<file path="config.mk">
export PLATFORM = sky130hd
export DESIGN_NAME = cpsm_monitor
export DESIGN_NICKNAME = d
export VERILOG_FILES = /design/src/hw/cpsm_pkg.sv /design/src/hw/cpsm_monitor.sv
export SDC_FILE = /design/constraint.sdc
export NUM_CORES = 1
export LEC_CHECK = 0
export ABC_AREA = 1
export BUFFER_PORTS_ARGS = -buffer_cell sky130_fd_sc_hd__buf_2
export CORE_MARGIN = 5
export CORE_UTILIZATION = 29
export DETAILED_ROUTE_END_ITERATION = 7
export PLACE_DENSITY = 0.45
export SLEW_MARGIN = 0
export SYNTH_ARGS = -nofsm -noshare
export SYNTH_HDL_FRONTEND = slang
export SYNTH_SLANG_ARGS = --single-unit
</file>
<file path="constraint.sdc">
create_clock -name clock -period 8.2 [get_ports clock]
set_clock_uncertainty 0.2 [all_clocks]
set_input_delay 0 -clock clock [delete_from_list [all_inputs] [get_ports clock]]
set_output_delay 0 -clock clock [all_outputs]
set_load 0.01 [all_outputs]
</file>
<file path="src/hw/cpsm_pkg.sv">
// Shared constants, encodings and carriers of the crank pickup signal monitor.
package cpsm_pkg;
	localparam int CPSM_PER_W = 24;
	localparam int CPSM_CNT_W = 12;
	localparam int CPSM_SHIFT_W = 4;
	// Positions of the per-input event flags.
	localparam int CPSM_EV_FAULTY = 0;
	localparam int CPSM_EV_LONG = 1;
	localparam int CPSM_EV_TIMEOUT = 2;
	localparam int CPSM_EV_MISMATCH = 3;
	localparam int CPSM_EV_POL_REV = 4;
	localparam int CPSM_EV_POL_FAIL = 5;
	localparam int CPSM_EV_ST_ABORT = 6;
	localparam int CPSM_EV_MARK_MISSING = 7;
	localparam int CPSM_EV_NO_INDEX = 8;
	localparam int CPSM_EV_MISSING_INDEX = 9;
	localparam int CPSM_EV_NO_SIGNAL = 10;
	localparam int CPSM_EV_SYNC_ERR = 11;
	localparam int CPSM_EV_OPER_ERR = 12;
	localparam int CPSM_EV_FAULTY_INDEX = 13;
	localparam int CPSM_EV_W = 14;
	// Reset values and the event counter limit.
	localparam logic [CPSM_PER_W-1:0] CPSM_RST_PER = 24'h000000;
	localparam logic [CPSM_CNT_W-1:0] CPSM_RST_CNT = 12'h000;
	localparam logic [CPSM_EV_W-1:0] CPSM_RST_FLAGS = 14'h0000;
	localparam logic [CPSM_CNT_W-1:0] CPSM_CNT_MAX = 12'hFFF;

	typedef enum logic [2:0] {
		CPSM_CH_POLARITY = 3'b001,
		CPSM_CH_SEARCH = 3'b010,
		CPSM_CH_SYNCED = 3'b100
	} cpsm_ch_e;

	typedef enum logic [2:0] {
		CPSM_ST_IDLE = 3'b001,
		CPSM_ST_RUN = 3'b010,
		CPSM_ST_ABORT = 3'b100
	} cpsm_st_e;

	typedef struct packed {
		logic [CPSM_PER_W-1:0] timeout;
		logic [CPSM_SHIFT_W-1:0] short_shift;
		logic [CPSM_SHIFT_W-1:0] long_shift;
		logic [CPSM_CNT_W-1:0] expected;
	} cpsm_cfg_s;

	typedef struct packed {
		logic [CPSM_PER_W-1:0] period;
		logic [CPSM_PER_W-1:0] prev_period;
		logic [CPSM_CNT_W-1:0] count;
		logic [CPSM_CNT_W-1:0] expected;
	} cpsm_rpt_s;
endpackage

</file>
<file path="src/hw/cpsm_monitor.sv">
// Crank and cam pickup signal monitor with per-input diagnostic flags.
`timescale 1ns/1ns
////////////////////////////////////////////////////////////////////////////////
// Summary of operation
// A period shorter than the previous one shifted right by short_shift sets the faulty-signal flag with report.
// A period that, shifted right by long_shift, exceeds the previous one sets the missing-signal flag with report.
// When no edge arrives within the timeout, the timeout flag is set and the count so far is reported.
// At each index mark while synced the counted events are compared with the expected value and a mismatch is flagged.
// A pulse whose high time exceeds its low time inverts the input internally and sets an info flag.
// When high and low times are equal or the input times out during polarity detection, polarity detection failed is flagged.
// Self test starts only when all inputs are at standstill and aborts on any pickup activity.
// A self test abort flags the input that showed pulses and reports its number.
// When the count of a synced input runs one past the expected value without index, index mark missing is flagged.
// When the index search runs two revolutions without an index, no index found is flagged.
// When a synced input sees two revolutions without index, missing index is flagged and sync drops.
// A timeout with no events counted at all flags no signal.
// An index mark at the wrong count while synced flags a synchronization error and resynchronizes.
// An event counter overflow flags an operational error on that input.
// An index arriving before the expected count is reached flags a faulty index.
// Every event latches a per-input flag that stays set until its clear bit is raised; set wins.
////////////////////////////////////////////////////////////////////////////////
module cpsm_monitor
	import cpsm_pkg::*;
#(
	parameter int NUM_INPUTS = 2,
	parameter int IDX_W = 1
) (
	input wire logic clock,
	input wire logic rst_b,
	input wire logic [NUM_INPUTS-1:0] engine_position_input,
	input wire logic [NUM_INPUTS-1:0] index_mark,
	input wire cpsm_cfg_s cfg,
	input wire logic [NUM_INPUTS-1:0][CPSM_EV_W-1:0] flag_clear,
	input wire logic self_test_req,
	output logic [NUM_INPUTS-1:0][CPSM_EV_W-1:0] event_flags,
	output cpsm_rpt_s [NUM_INPUTS-1:0] event_report,
	output logic [NUM_INPUTS-1:0] polarity_inverted,
	output logic [NUM_INPUTS-1:0] synced,
	output logic self_test_active,
	output logic self_test_aborted,
	output logic [IDX_W-1:0] abort_input
);
	typedef struct packed {
		cpsm_ch_e [NUM_INPUTS-1:0] ch;
		logic [NUM_INPUTS-1:0] invert;
		logic [NUM_INPUTS-1:0] prev_lvl;
		logic [NUM_INPUTS-1:0] prev_raw;
		logic [NUM_INPUTS-1:0] prev_idx;
		logic [NUM_INPUTS-1:0] seen_rise;
		logic [NUM_INPUTS-1:0] seen_fall;
		logic [NUM_INPUTS-1:0] active;
		logic [NUM_INPUTS-1:0][CPSM_PER_W-1:0] per_cnt;
		logic [NUM_INPUTS-1:0][CPSM_PER_W-1:0] last_per;
		logic [NUM_INPUTS-1:0][CPSM_PER_W-1:0] hi_time;
		logic [NUM_INPUTS-1:0][CPSM_CNT_W-1:0] ev_cnt;
		logic [NUM_INPUTS-1:0][CPSM_EV_W-1:0] flags;
		cpsm_rpt_s [NUM_INPUTS-1:0] rpt;
		cpsm_st_e st;
		logic [IDX_W-1:0] abort_idx;
	} cpsm_state_s;

	cpsm_state_s s;
	cpsm_state_s next_s;

	////////////////////////////////////////////////////////////////////////////
	always_comb begin
		logic lvl;
		logic rise;
		logic fall;
		logic idx_e;
		logic raw_e;
		logic any_raw;
		logic count_on;
		logic [CPSM_EV_W-1:0] ev;
		logic [CPSM_PER_W-1:0] per;
		logic [CPSM_CNT_W:0] cnt_w;
		logic [CPSM_CNT_W:0] exp_w;
		lvl = 1'b0;
		rise = 1'b0;
		fall = 1'b0;
		idx_e = 1'b0;
		raw_e = 1'b0;
		any_raw = 1'b0;
		count_on = 1'b0;
		ev = CPSM_RST_FLAGS;
		per = CPSM_RST_PER;
		cnt_w = '0;
		exp_w = {1'b0, cfg.expected};
		next_s = s;
		for (int i = 0; i < NUM_INPUTS; i++) begin
			ev = CPSM_RST_FLAGS;
			lvl = engine_position_input[i] ^ s.invert[i];
			rise = lvl & ~s.prev_lvl[i];
			fall = ~lvl & s.prev_lvl[i];
			raw_e = engine_position_input[i] ^ s.prev_raw[i];
			idx_e = index_mark[i] & ~s.prev_idx[i];
			any_raw = any_raw | raw_e;
			per = s.per_cnt[i];
			next_s.prev_lvl[i] = lvl;
			next_s.prev_raw[i] = engine_position_input[i];
			next_s.prev_idx[i] = index_mark[i];
			// The period counter holds at the timeout so the timeout fires once per stall.
			// A zero timeout lets it run to full scale, so periods are still measured with the check off.
			if (cfg.timeout == CPSM_RST_PER) begin
				count_on = s.per_cnt[i] != {CPSM_PER_W{1'b1}};
			end else begin
				count_on = s.per_cnt[i] < cfg.timeout;
			end
			if (count_on) begin
				next_s.per_cnt[i] = s.per_cnt[i] + 24'h000001;
				if (next_s.per_cnt[i] == cfg.timeout && !(rise || fall)) begin
					ev[CPSM_EV_TIMEOUT] = 1'b1;
					ev[CPSM_EV_NO_SIGNAL] = (s.ev_cnt[i] == CPSM_RST_CNT);
					next_s.active[i] = 1'b0;
					if (s.ch[i] == CPSM_CH_POLARITY) begin
						ev[CPSM_EV_POL_FAIL] = 1'b1;
						next_s.seen_rise[i] = 1'b0;
						next_s.seen_fall[i] = 1'b0;
					end
				end
			end
			if (raw_e) begin
				next_s.active[i] = 1'b1;
			end
			unique case (s.ch[i])
				CPSM_CH_POLARITY: begin
					// High and low times are measured on one whole pulse before trusting the level.
					if (fall && s.seen_rise[i]) begin
						next_s.hi_time[i] = per;
						next_s.seen_fall[i] = 1'b1;
					end
					if (rise || fall) begin
						next_s.per_cnt[i] = CPSM_RST_PER;
					end
					if (rise) begin
						next_s.seen_rise[i] = 1'b1;
						if (s.seen_fall[i]) begin
							if (s.hi_time[i] > per) begin
								next_s.invert[i] = ~s.invert[i];
								next_s.prev_lvl[i] = 1'b0;
								ev[CPSM_EV_POL_REV] = 1'b1;
								next_s.ch[i] = CPSM_CH_SEARCH;
							end else if (s.hi_time[i] < per) begin
								next_s.ch[i] = CPSM_CH_SEARCH;
							end else begin
								ev[CPSM_EV_POL_FAIL] = 1'b1;
								next_s.seen_fall[i] = 1'b0;
							end
							next_s.last_per[i] = CPSM_RST_PER;
							next_s.ev_cnt[i] = CPSM_RST_CNT;
						end
					end
				end
				CPSM_CH_SEARCH, CPSM_CH_SYNCED: begin
					if (rise) begin
						next_s.per_cnt[i] = CPSM_RST_PER;
						next_s.last_per[i] = per;
						if (s.last_per[i] != CPSM_RST_PER) begin
							ev[CPSM_EV_FAULTY] = per < (s.last_per[i] >> cfg.short_shift);
							ev[CPSM_EV_LONG] = (per >> cfg.long_shift) > s.last_per[i];
						end
						if (s.ev_cnt[i] == CPSM_CNT_MAX) begin
							ev[CPSM_EV_OPER_ERR] = 1'b1;
						end else begin
							next_s.ev_cnt[i] = s.ev_cnt[i] + 12'h001;
						end
					end
					cnt_w = {1'b0, next_s.ev_cnt[i]};
					if (idx_e) begin
						next_s.ev_cnt[i] = CPSM_RST_CNT;
						next_s.ch[i] = CPSM_CH_SYNCED;
						if (s.ch[i] == CPSM_CH_SYNCED && cnt_w != exp_w) begin
							ev[CPSM_EV_MISMATCH] = 1'b1;
							ev[CPSM_EV_FAULTY_INDEX] = cnt_w < exp_w;
							ev[CPSM_EV_SYNC_ERR] = 1'b1;
							next_s.ch[i] = CPSM_CH_SEARCH;
						end
					end else if (rise && s.ch[i] == CPSM_CH_SYNCED) begin
						if (cnt_w == exp_w + 13'h0001) begin
							ev[CPSM_EV_MARK_MISSING] = 1'b1;
						end
						if (cnt_w == {exp_w[CPSM_CNT_W-1:0], 1'b0}) begin
							ev[CPSM_EV_MISSING_INDEX] = 1'b1;
							next_s.ch[i] = CPSM_CH_SEARCH;
							next_s.ev_cnt[i] = CPSM_RST_CNT;
						end
					end else if (rise && cnt_w == {exp_w[CPSM_CNT_W-1:0], 1'b0}) begin
						ev[CPSM_EV_NO_INDEX] = 1'b1;
						next_s.ev_cnt[i] = CPSM_RST_CNT;
					end
				end
				default: begin
					next_s.ch[i] = CPSM_CH_POLARITY;
				end
			endcase
			if (s.st == CPSM_ST_RUN && raw_e) begin
				ev[CPSM_EV_ST_ABORT] = 1'b1;
				next_s.abort_idx = IDX_W'(i);
			end
			// A report is only captured with an event, so it always describes the latest flag.
			if (ev != CPSM_RST_FLAGS) begin
				next_s.rpt[i].period = per;
				next_s.rpt[i].prev_period = s.last_per[i];
				next_s.rpt[i].count = s.ev_cnt[i];
				next_s.rpt[i].expected = cfg.expected;
			end
			next_s.flags[i] = (s.flags[i] & ~flag_clear[i]) | ev;
		end
		unique case (s.st)
			CPSM_ST_IDLE: begin
				if (self_test_req && s.active == '0 && !any_raw) begin
					next_s.st = CPSM_ST_RUN;
				end
			end
			CPSM_ST_RUN: begin
				if (any_raw) begin
					next_s.st = CPSM_ST_ABORT;
				end else if (!self_test_req) begin
					next_s.st = CPSM_ST_IDLE;
				end
			end
			CPSM_ST_ABORT: begin
				// An aborted test must be withdrawn before another may start.
				if (!self_test_req) begin
					next_s.st = CPSM_ST_IDLE;
				end
			end
			default: begin
				next_s.st = CPSM_ST_IDLE;
			end
		endcase
	end

	////////////////////////////////////////////////////////////////////////////
	always_ff @(posedge clock) begin
		if (!rst_b) begin
			for (int i = 0; i < NUM_INPUTS; i++) begin
				s.ch[i] <= CPSM_CH_POLARITY;
				s.per_cnt[i] <= CPSM_RST_PER;
				s.last_per[i] <= CPSM_RST_PER;
				s.hi_time[i] <= CPSM_RST_PER;
				s.ev_cnt[i] <= CPSM_RST_CNT;
				s.flags[i] <= CPSM_RST_FLAGS;
				s.rpt[i] <= '0;
			end
			s.invert <= '0;
			s.prev_lvl <= '0;
			s.prev_raw <= '0;
			s.prev_idx <= '0;
			s.seen_rise <= '0;
			s.seen_fall <= '0;
			s.active <= '0;
			s.st <= CPSM_ST_IDLE;
			s.abort_idx <= '0;
		end else begin
			s <= next_s;
		end
	end

	////////////////////////////////////////////////////////////////////////////
	always_comb begin
		event_flags = s.flags;
		event_report = s.rpt;
		polarity_inverted = s.invert;
		// One-hot codes let each status output be a bare state bit with no decode behind it.
		for (int i = 0; i < NUM_INPUTS; i++) begin
			synced[i] = s.ch[i][2];
		end
		self_test_active = s.st[1];
		self_test_aborted = s.st[2];
		abort_input = s.abort_idx;
	end
endmodule // cpsm_monitor

</file>
Yosys cells after proc, flatten, opt, wreduce, memory -nomap -nowiden

Index checks and enable logic that the tools add are counted.

$add $sub $neg: 5
Multipliers: 0
Div/mod/pow operators: 0
Order comparisons: 12
Equal/unequal tests: 34
Shift-type cells: 4
Multiplexer cells: 170
Bitwise gates (word level): 25
Reductions and logical operators: 48

Operator list:

| kind                    | count |
|---|---|
| $mux W24                | 12 |
| $mux W12                | 18 |
| $pmux W24 S2            | 4 |
| $lt A24 B24 Y1          | 6 |
| $gt A24 B24 Y1          | 4 |
| $shr A24 B4 Y24         | 4 |
| $mux W1                 | 94 |
| $mux W3                 | 25 |
| $eq A12 B13 Y1          | 4 |
| $add A24 B1 Y24 const B | 2 |
| $eq A24 B24 Y1          | 2 |
| $ne A24 B24 Y1 const B  | 2 |
| $pmux W12 S2            | 2 |
| $reduce_bool A24 Y1     | 2 |
| $and A14 B14 Y14        | 2 |
| $not A14 Y14            | 2 |
| $or A14 B14 Y14         | 2 |
| $reduce_bool A14 Y1     | 2 |
| $add A12 B1 Y12 const B | 2 |
| $eq A12 B12 Y1 const B  | 2 |
| $logic_not A12 Y1       | 2 |
| $logic_not A24 Y1       | 1 |
| $lt A12 B12 Y1          | 2 |
| $mux W2                 | 12 |
| 24 further kinds        | 88 |

Flip-flop bits (word level): 364
Bits in latches: 0
RAM bits: 0
Memory bits (read-only): 0
Logic and storage cells: 329
Memories kept: 0

Logic depth before layout (Yosys ltp)

Gate-level depths: netlist of the first run.

Depth after elaboration: 14
Mapped depth: 28

Worst setup path before layout of the first run

OpenSTA, ideal clock, no wires.

Path type: flip-flop to flip-flop
Start: register s, in the netlist polarity_inverted[0]
End: register s, in the netlist event_report[49]
Arrival: 3213 ps
Data required time: 7936 ps
Path slack: 4723 ps
Cell stages (with the launch flop): 23
Buffers on the path: 4
Clock period less this slack: 3477 ps
Cell sequence: dfxtp_1 xnor2_1 inv_1 ha_1 buf_2 buf_2 nand4_1 nand2_1 ha_1 nand2_1 nor2_1 nand2_1 o31ai_1 nor2_1 nor3_1 nand3_1 nor2_1 nand2_1 nor2_4 buf_6 buf_4 a21oi_1 nor2_1

Cells in the longest elaborated chain, start to end: 14
Elaborated cells on any way between the ends: 45

Ends and longest elaborated chain:

| element                                                 | RTL line            | source |
|---|---|---|
| start, declared                                         | cpsm_monitor.sv:62  | `cpsm_state_s s;` |
| start signal, assigned                                  | cpsm_monitor.sv:256 | `s <= next_s;` |
| $xor A1 B1 Y1 *                                         | cpsm_monitor.sv:92  | `lvl = engine_position_input[i] ^ s.invert[i];` |
| branches (longest 12 deep; another with $lt A12 B12 Y1) | -                   |  |
| $reduce_bool A14 Y1 *                                   | cpsm_monitor.sv:201 | `if (ev != CPSM_RST_FLAGS) begin` |

Every way passes the cells marked *. The select of a mux whose other input is x is not followed.
A chain may end at the register's enable or synchronous reset.

Final worst setup path of the first run

Start: register s, in the netlist polarity_inverted[1]
End: register s, in the netlist event_report[123]

The elaborated chain is that of the path after synthesis.

==> metrics, run 1 <==
max incr delay on CP=between 0.7 and 0.8 ns; Remaining DRCs=0; critical path's slowest cell=nor2_4; die area=approximately 0.11 mm2; area grow syn2layout=10.8%; outcome=finished clean; GP Congestion=between 0.8 and 0.9; max-slew violations=0; PortBufs=roughly 260; adder-cell share of the synthesized area=0.0968; count leader, synth=nand2_1; Post-Syn Area=0.0291 mm2; top cells by area, synth=dfxtp_1, nand2_1, ha_1, nand3_1, inv_1; Worst slew margin=0.232; mean post-synth cell area=around 6.4 um2; clock share of power=0.398; Hold Path Depth=5; worst hold start=flag_clear[0]; Crit path arrival time=between 5 and 6 ns; Post-synth EDFFs=0; vias in the first global route=roughly 28000; Antenna Nets Post-Route=0; multi-input logic area=between 0.015 and 0.02 mm2; switching power share of the total=0.341; Worst-path clk slew=0.06 ns; DR WL met2=between 50000 and 60000 um; critical path buffer and inverter count=4; vias per cell=just under 5; post-synth top area share=0.250; initial antenna violation count=8; delay-heaviest family, CP=simple AND/OR/NAND/NOR gates; xor-xnor portion of the synthesized cell area=0.0117; Critical Path End Type=register; CP max FO=100; die height=327 um; Syn Nets=about 4900; sequential share of power=0.367; internal power=roughly 3.6 mW; Post-Syn Instances=between 4000 and 5000; Power Total=approximately 5.4 mW; I/O pin cnt=~260; Rows=between 100 and 150; sequential share of the synthesized area=0.250; Initial Util=0.291; PwrDens=about 170 mW/mm2; Root Buffer=clkbuf_16; core area=about 0.10 mm2; register area=roughly 0.0073 mm2; Die Width=around 330 um; DRT iter0 DRCs=~2300; Worst Tran Pin Value=1.15 ns; CTS tree=done; M1 WL=~50000 um; Required @ worst endpoint=around 8.5 ns; Worst Reg-to-Reg Cells=22; Compound-Gate Fraction of Synth Area=0.171; drt pass-1 iters=6; Vias=just under 30000; Final setup viols=0; uppermost layer routed=met5; CTS Sinks=around 360; Crit Reg-Reg Startpoint=polarity_inverted[1]; max cap viols=0; Startpoint Class=register; Worst IR Drop VDD=0.000155 V; final period utilization=0.671; setup TNS=0 ns; post-CTS sizing=0; critical path endpoint=event_report[123]; clk buf depth=3; final net count=about 5000; share of cells above drive strength 1=0.105; Worst-Skew Late Latency=0.63 ns; LEAKAGE=15.3 nW; Synth Flop Type=dfxtp_1; global route overflow=0; Setup crit start=polarity_inverted[1]; Sw Pwr=between 1.5 and 2 mW; Worst R2R End=event_report[123]; logic depth of the worst path, buffers included=22; WS Path Type=reg2reg; Detail Placement HPWL=~83000 um; Post-synth top cells=nand2_1, inv_1, nor2_1, nand3_1, a21oi_1; total CTS buffers=48; largest family of logic cells by synthesized area=simple AND/OR/NAND/NOR gates; count of state elements after synthesis=364; CTS HTree Levels=2; synth warn=0; mux cell area share after synthesis=0.0158; slack of the worst reg-to-reg path=2.70 ns; routed wl met3=around 5300 um; Worst Hold Class=in2reg; first-pass GRT wire length=171000 um; RSZ-0062 raised after global routing=false; total wire length=around 110000 um; f_max=0.182 GHz; final hold violations=0; pin count of the biggest net entering global routing=145; cell breakdown of the critical path=xnor2_1 > inv_1 > ha_1 > inv_1 > nor3_1 > nand2_1 > nand2_1 > inv_1 > ha_1 > nand4_1 > nor2_1 > a31o_2 > nor2_1 > nor3_1 > nand3_1 > nor2_2 > nand2_2 > nor2_4 > buf_12 > nand3_1 > nand2_1 > nor2_1; Simple-Gate Fraction of Synth Area=0.295; wire per inst=roughly 19 um; Comb power frac=0.235; Fill cells=11200; area leader, netlist=dfxtp_1; crit path time final=between 5 and 6 ns; Synth async-reset ratio=0; count of different cell masters after synthesis=50; gr usage total=0.203
cells in the final DEF (no fill, tap or decap), types with 48 or more instances in the layout:
cell,count
nand2_1,1027
inv_1,523
nor2_1,439
nand3_1,394
a21oi_1,388
dfxtp_1,364
o21ai_0,294
buf_2,256
ha_1,225
a211oi_1,103
dlygate4sd3_1,84
nand4_1,69
clkbuf_16,48
kinds of logic (layout without fill, tap and decap cells):
kind of cell	count (synthesis)	in the layout
multiplexers	46	46
flip-flops	364	364
XOR/XNOR	34	34
AND/OR/NAND/NOR	2031	2031
other	0	4
AO/OA/AOI/OAI	888	888
buffers and inverters	980	1010
adder cells (fa/ha/maj)	225	225
flip-flops by register name, summed over array words and instances, names as in the netlist:
register and count:
abort_input 1, event_flags 28, self_test_aborted 1, event_report 144
s 185, polarity_inverted 2, synced 2, self_test_active 1
timing repair:
| item | CTS | global route |
|---|---|---|
| hold endpoints to repair | 110 | 0 |
| hold buffers | 84 | 0 |
| setup buffers | 0 | 0 |
stage by stage:
| stage | utilization | hold slack (ns) | cells | cell area, um2 | setup WS (ns) |
|---|---|---|---|---|---|
| global placement | 0.299 | -0.00188 | 5727 | 29800 | 2.83 |
| detailed placement | 0.299 | 0.000742 | 5727 | 29800 | 2.76 |
| global route | 0.323 | 0.0579 | 5896 | 32200 | 2.14 |
| floorplan | - | -0.107 | 4568 | 29100 | 4.72 |
| CTS | 0.323 | 0.00383 | 5896 | 32200 | 2.74 |
| finish | 0.323 | 0.0370 | 5900 | 32200 | 2.70 |
worst min-delay path by stage:
| stage | endpoint | slack [ns] |
|---|---|---|
| final | event_flags[0] | 0.04 |
| after global routing | event_flags[26] | 0.06 |
| after CTS | event_flags[0] | 0.004 |
| after detailed placement | s[351] | 0.0007 |
| after global placement | s[351] | -0.002 |
| after floorplan | s[350] | -0.11 |
per-layer routing:
metal | up-vias | global-route usage
met4 | 4 | 0.0489
met5 | - | 0
li1 | 14800 | -
met2 | 653 | 0.361
met1 | 13300 | 0.263
met3 | 148 | 0.0245
power by group through the flow:
stage          Combinational [mW]  Sequential (mW)  Clock, mW
3_3_place_gp                 1.23             2.03          0
4_1_cts                      1.27             1.99       2.22
6_report                     1.27             1.99       2.15
5_1_grt                      1.44             2.00       2.27
3_5_place_dp                 1.23             2.03          0
2_1_floorplan               0.947             1.97          0
tightest hold or removal path, delay by kind of cell:
kind / cells / cell delay, ns
AOI/OAI and AO/OA: 1 / 0.12
buffers and inverters: 3 / 0.64
and+or+nand+nor: 1 / 0.05
area by class of cell:
| class | count | area share |
|---|---|---|
| well taps | 1298 | 0.0504 |
| multi-input cells | 3224 | 0.533 |
| inverters | 537 | 0.0626 |
| clock buffers | 66 | 0.0419 |
| diodes | 4 | 0.000311 |
| flip-flops and latches | 364 | 0.226 |
| repair buffers | 388 | 0.0787 |
| clock inverters | 19 | 0.00668 |
Power figures use the tool's default switching activity.
==> run 2, diff against run 1 <==
--- a/config.mk
+++ b/config.mk
@@ -10,7 +10,7 @@
 export CORE_MARGIN = 5
 export CORE_UTILIZATION = 29
 export DETAILED_ROUTE_END_ITERATION = 7
-export PLACE_DENSITY = 0.45
+export PLACE_DENSITY = 0.46
 export SLEW_MARGIN = 0
 export SYNTH_ARGS = -nofsm -noshare
 export SYNTH_HDL_FRONTEND = slang
==> constraint.sdc (replaced) <==
create_clock -name clock -period 5 [get_ports clock]
set_clock_uncertainty 0.2 [all_clocks]
set_input_delay 0 -clock clock [delete_from_list [all_inputs] [get_ports clock]]
set_output_delay 0 -clock clock [all_outputs]
set_load 0.01 [all_outputs]
==> run 2 against run 1 <==
  * Power is 60% higher
  * Largest cell class unchanged
  * Count of clock-buffer cells in the layout is 1 lower
  * Sequential share of layout area is 0.38 points lower
==> metrics, run 2 (synthesis results as in run 1) <==
GP Congestion=0.892 (+1.1%); DR WL met2=54500 um (-0.81%); post-CTS sizing=0 (unchanged); Critical Path End Type=register; total wire length=114000 um (+0.45%); clk buf depth=3 (unchanged); Worst slew margin=0.199 (-0.0329); Finished Layout Cells=5971 (+1.2%); CTS Sinks=364 (unchanged); outcome=finished clean; gr usage total=0.204 (+0.000305); Worst-Skew Late Latency=0.61 ns (-0.02 ns); max FFs per register=185 (unchanged); Crit path arrival time=4.84 ns (-0.97 ns); WHS=0.0549 ns (+0.0178 ns); global route overflow=0 (unchanged); final net count=4941 (+1.5%); M1 WL=50800 um (+0.54%); vias in the first global route=27500 (-0.17%); Vias=29200 (+0.79%); pin count of the biggest net entering global routing=79 (-46%); worst hold start=flag_clear[12]; Antenna Nets Post-Route=0 (unchanged); placed cells=5810 (+1.4%); crit path time final=4.55 ns (-0.953 ns); f_max=0.220 GHz (+21%); CTS HTree Levels=2 (unchanged); Worst Tran Pin Value=1.20 ns (+0.0478 ns); slack of the worst reg-to-reg path=0.45 ns (-2.25 ns); routed wl met3=6120 um (+16%); total CTS buffers=46 (-4.2%); die height=327 um (unchanged); setup TNS=0 ns (unchanged); Detail Placement HPWL=86700 um (+4.1%); DRT iter0 DRCs=2170 (-5.7%); final setup margin=0.453 ns (-2.25 ns); core area=0.0999 mm2 (unchanged); PwrDens=264 mW/mm2 (+57%); Worst Hold Class=in2reg; Startpoint Class=register; drt pass-1 iters=6 (unchanged); Worst Reg-to-Reg Cells=17 (-23%); commonest non-fill, non-tap cells in the layout=nand2_1, inv_1, nor2_1; Final setup viols=0 (unchanged); first-pass GRT wire length=170000 um (-0.61%); Initial Util=0.291 (unchanged); CTS tree=done; worst min-delay path endpoint=event_flags[12]; Root Buffer=clkbuf_16; CP max FO=74 (-26%); Worst-path clk slew=0.06 ns (about the same); final core occ=0.328 (+0.00546); Required @ worst endpoint=5.30 ns (-3.22 ns); area grow syn2layout=12.6%; Worst IR Drop VDD=0.000223 V (+44%); Worst R2R End=event_report[131]; max-slew violations=0 (unchanged); Hold Path Depth=5 (unchanged); Rows=116 (unchanged); I/O pin cnt=258 (unchanged); Post-CTS Setup Bufs=0 (unchanged); vias per cell=4.89 (-0.41%); initial antenna violation count=11 (+3); most common cell after layout, fill and taps aside=nand2_1; RSZ-0062 raised after global routing=false; Setup WS pre-CTS=0.469 ns (-2.29 ns); Reg with most FFs=s; Crit Reg-Reg Startpoint=s[292]; LEAKAGE=15.7 nW (+2.3%); final hold violations=0 (unchanged); PortBufs=257 (unchanged); die area=0.107 mm2 (unchanged); final period utilization=0.909 (+0.239); share of cells above drive strength 1=0.120 (+0.0145); max cap viols=0 (unchanged); WS Path Type=reg2reg; wire per inst=19.1 um (-0.74%); Fill cells=11100 (-0.55%); Remaining DRCs=0 (unchanged); uppermost layer routed=met5; Die Width=327 um (unchanged)
-- run 2: area by class of cell --
class	count	area (um2)	area share
sequential	364	7290	0.222
timing repair buffer	464	3230	0.0985
clock inverter	13	100	0.00305
tap	1298	1620	0.0496
inverter	537	2020	0.0616
antenna	6	15.0	0.000458
clock buffer	65	1310	0.0401
multi-input combinational	3224	17200	0.524
-- run 2: what timing repair did --
| item | CTS | global route |
|---|---|---|
| setup endpoints to repair | 0 | 0 |
| endpoints found under the hold margin | 93 | 0 |
| hold buffers | 77 | 0 |
-- run 2: layer usage --
metal  vias up  GRT usage
li1      14900          -
met1     13400      0.269
met2       696      0.354
met3       140     0.0292
met4         6     0.0436
met5         -          0
-- run 2: metrics by stage --
| step | area, um2 | total power [mW] |
|---|---|---|
| 4_1_cts | 32800 | 8.77 |
| 3_5_place_dp | 30600 | 5.39 |
| 5_1_grt | 32800 | 9.16 |
| 2_1_floorplan | 29100 | 4.79 |
| 3_3_place_gp | 30600 | 5.39 |
| 6_report | 32800 | 8.66 |
-- run 2: where the power goes --
group	internal [mW]	switching, mW	total (mW)
Combinational	0.757	1.40	2.16
Sequential	3.08	0.140	3.23
Clock	1.87	1.41	3.28
Total	5.71	2.95	8.66
-- run 2: worst max-delay path, stage by stage (launching register included) --
cell and delay (ns):
dfxtp_1 0.36, inv_1 0.11, o21ai_0 0.48, mux2i_1 0.18, nor2_1 0.12, a31oi_1 0.06, or2_2 0.31, ha_1 0.27
nand2_1 0.07, nor4_1 0.27, inv_1 0.11, nor4_1 0.22, a21oi_1 0.27, nor2_4 0.71, buf_12 0.36, nand3_1 0.12
nand2_1 0.08, nor2_1 0.05
-- run 2: worst max-delay path by stage --
stage	from	endpoint	slack, ns	cells past startpoint
final	s[292]	event_report[131]	0.45	17
after global routing	polarity_inverted[0]	event_report[48]	0.006	24
after CTS	s[292]	event_report[140]	0.46	17
after detailed placement	cfg[16]	event_report[11]	0.47	23
after global placement	cfg[16]	event_report[0]	0.47	20
after floorplan	polarity_inverted[0]	event_report[49]	1.52	22
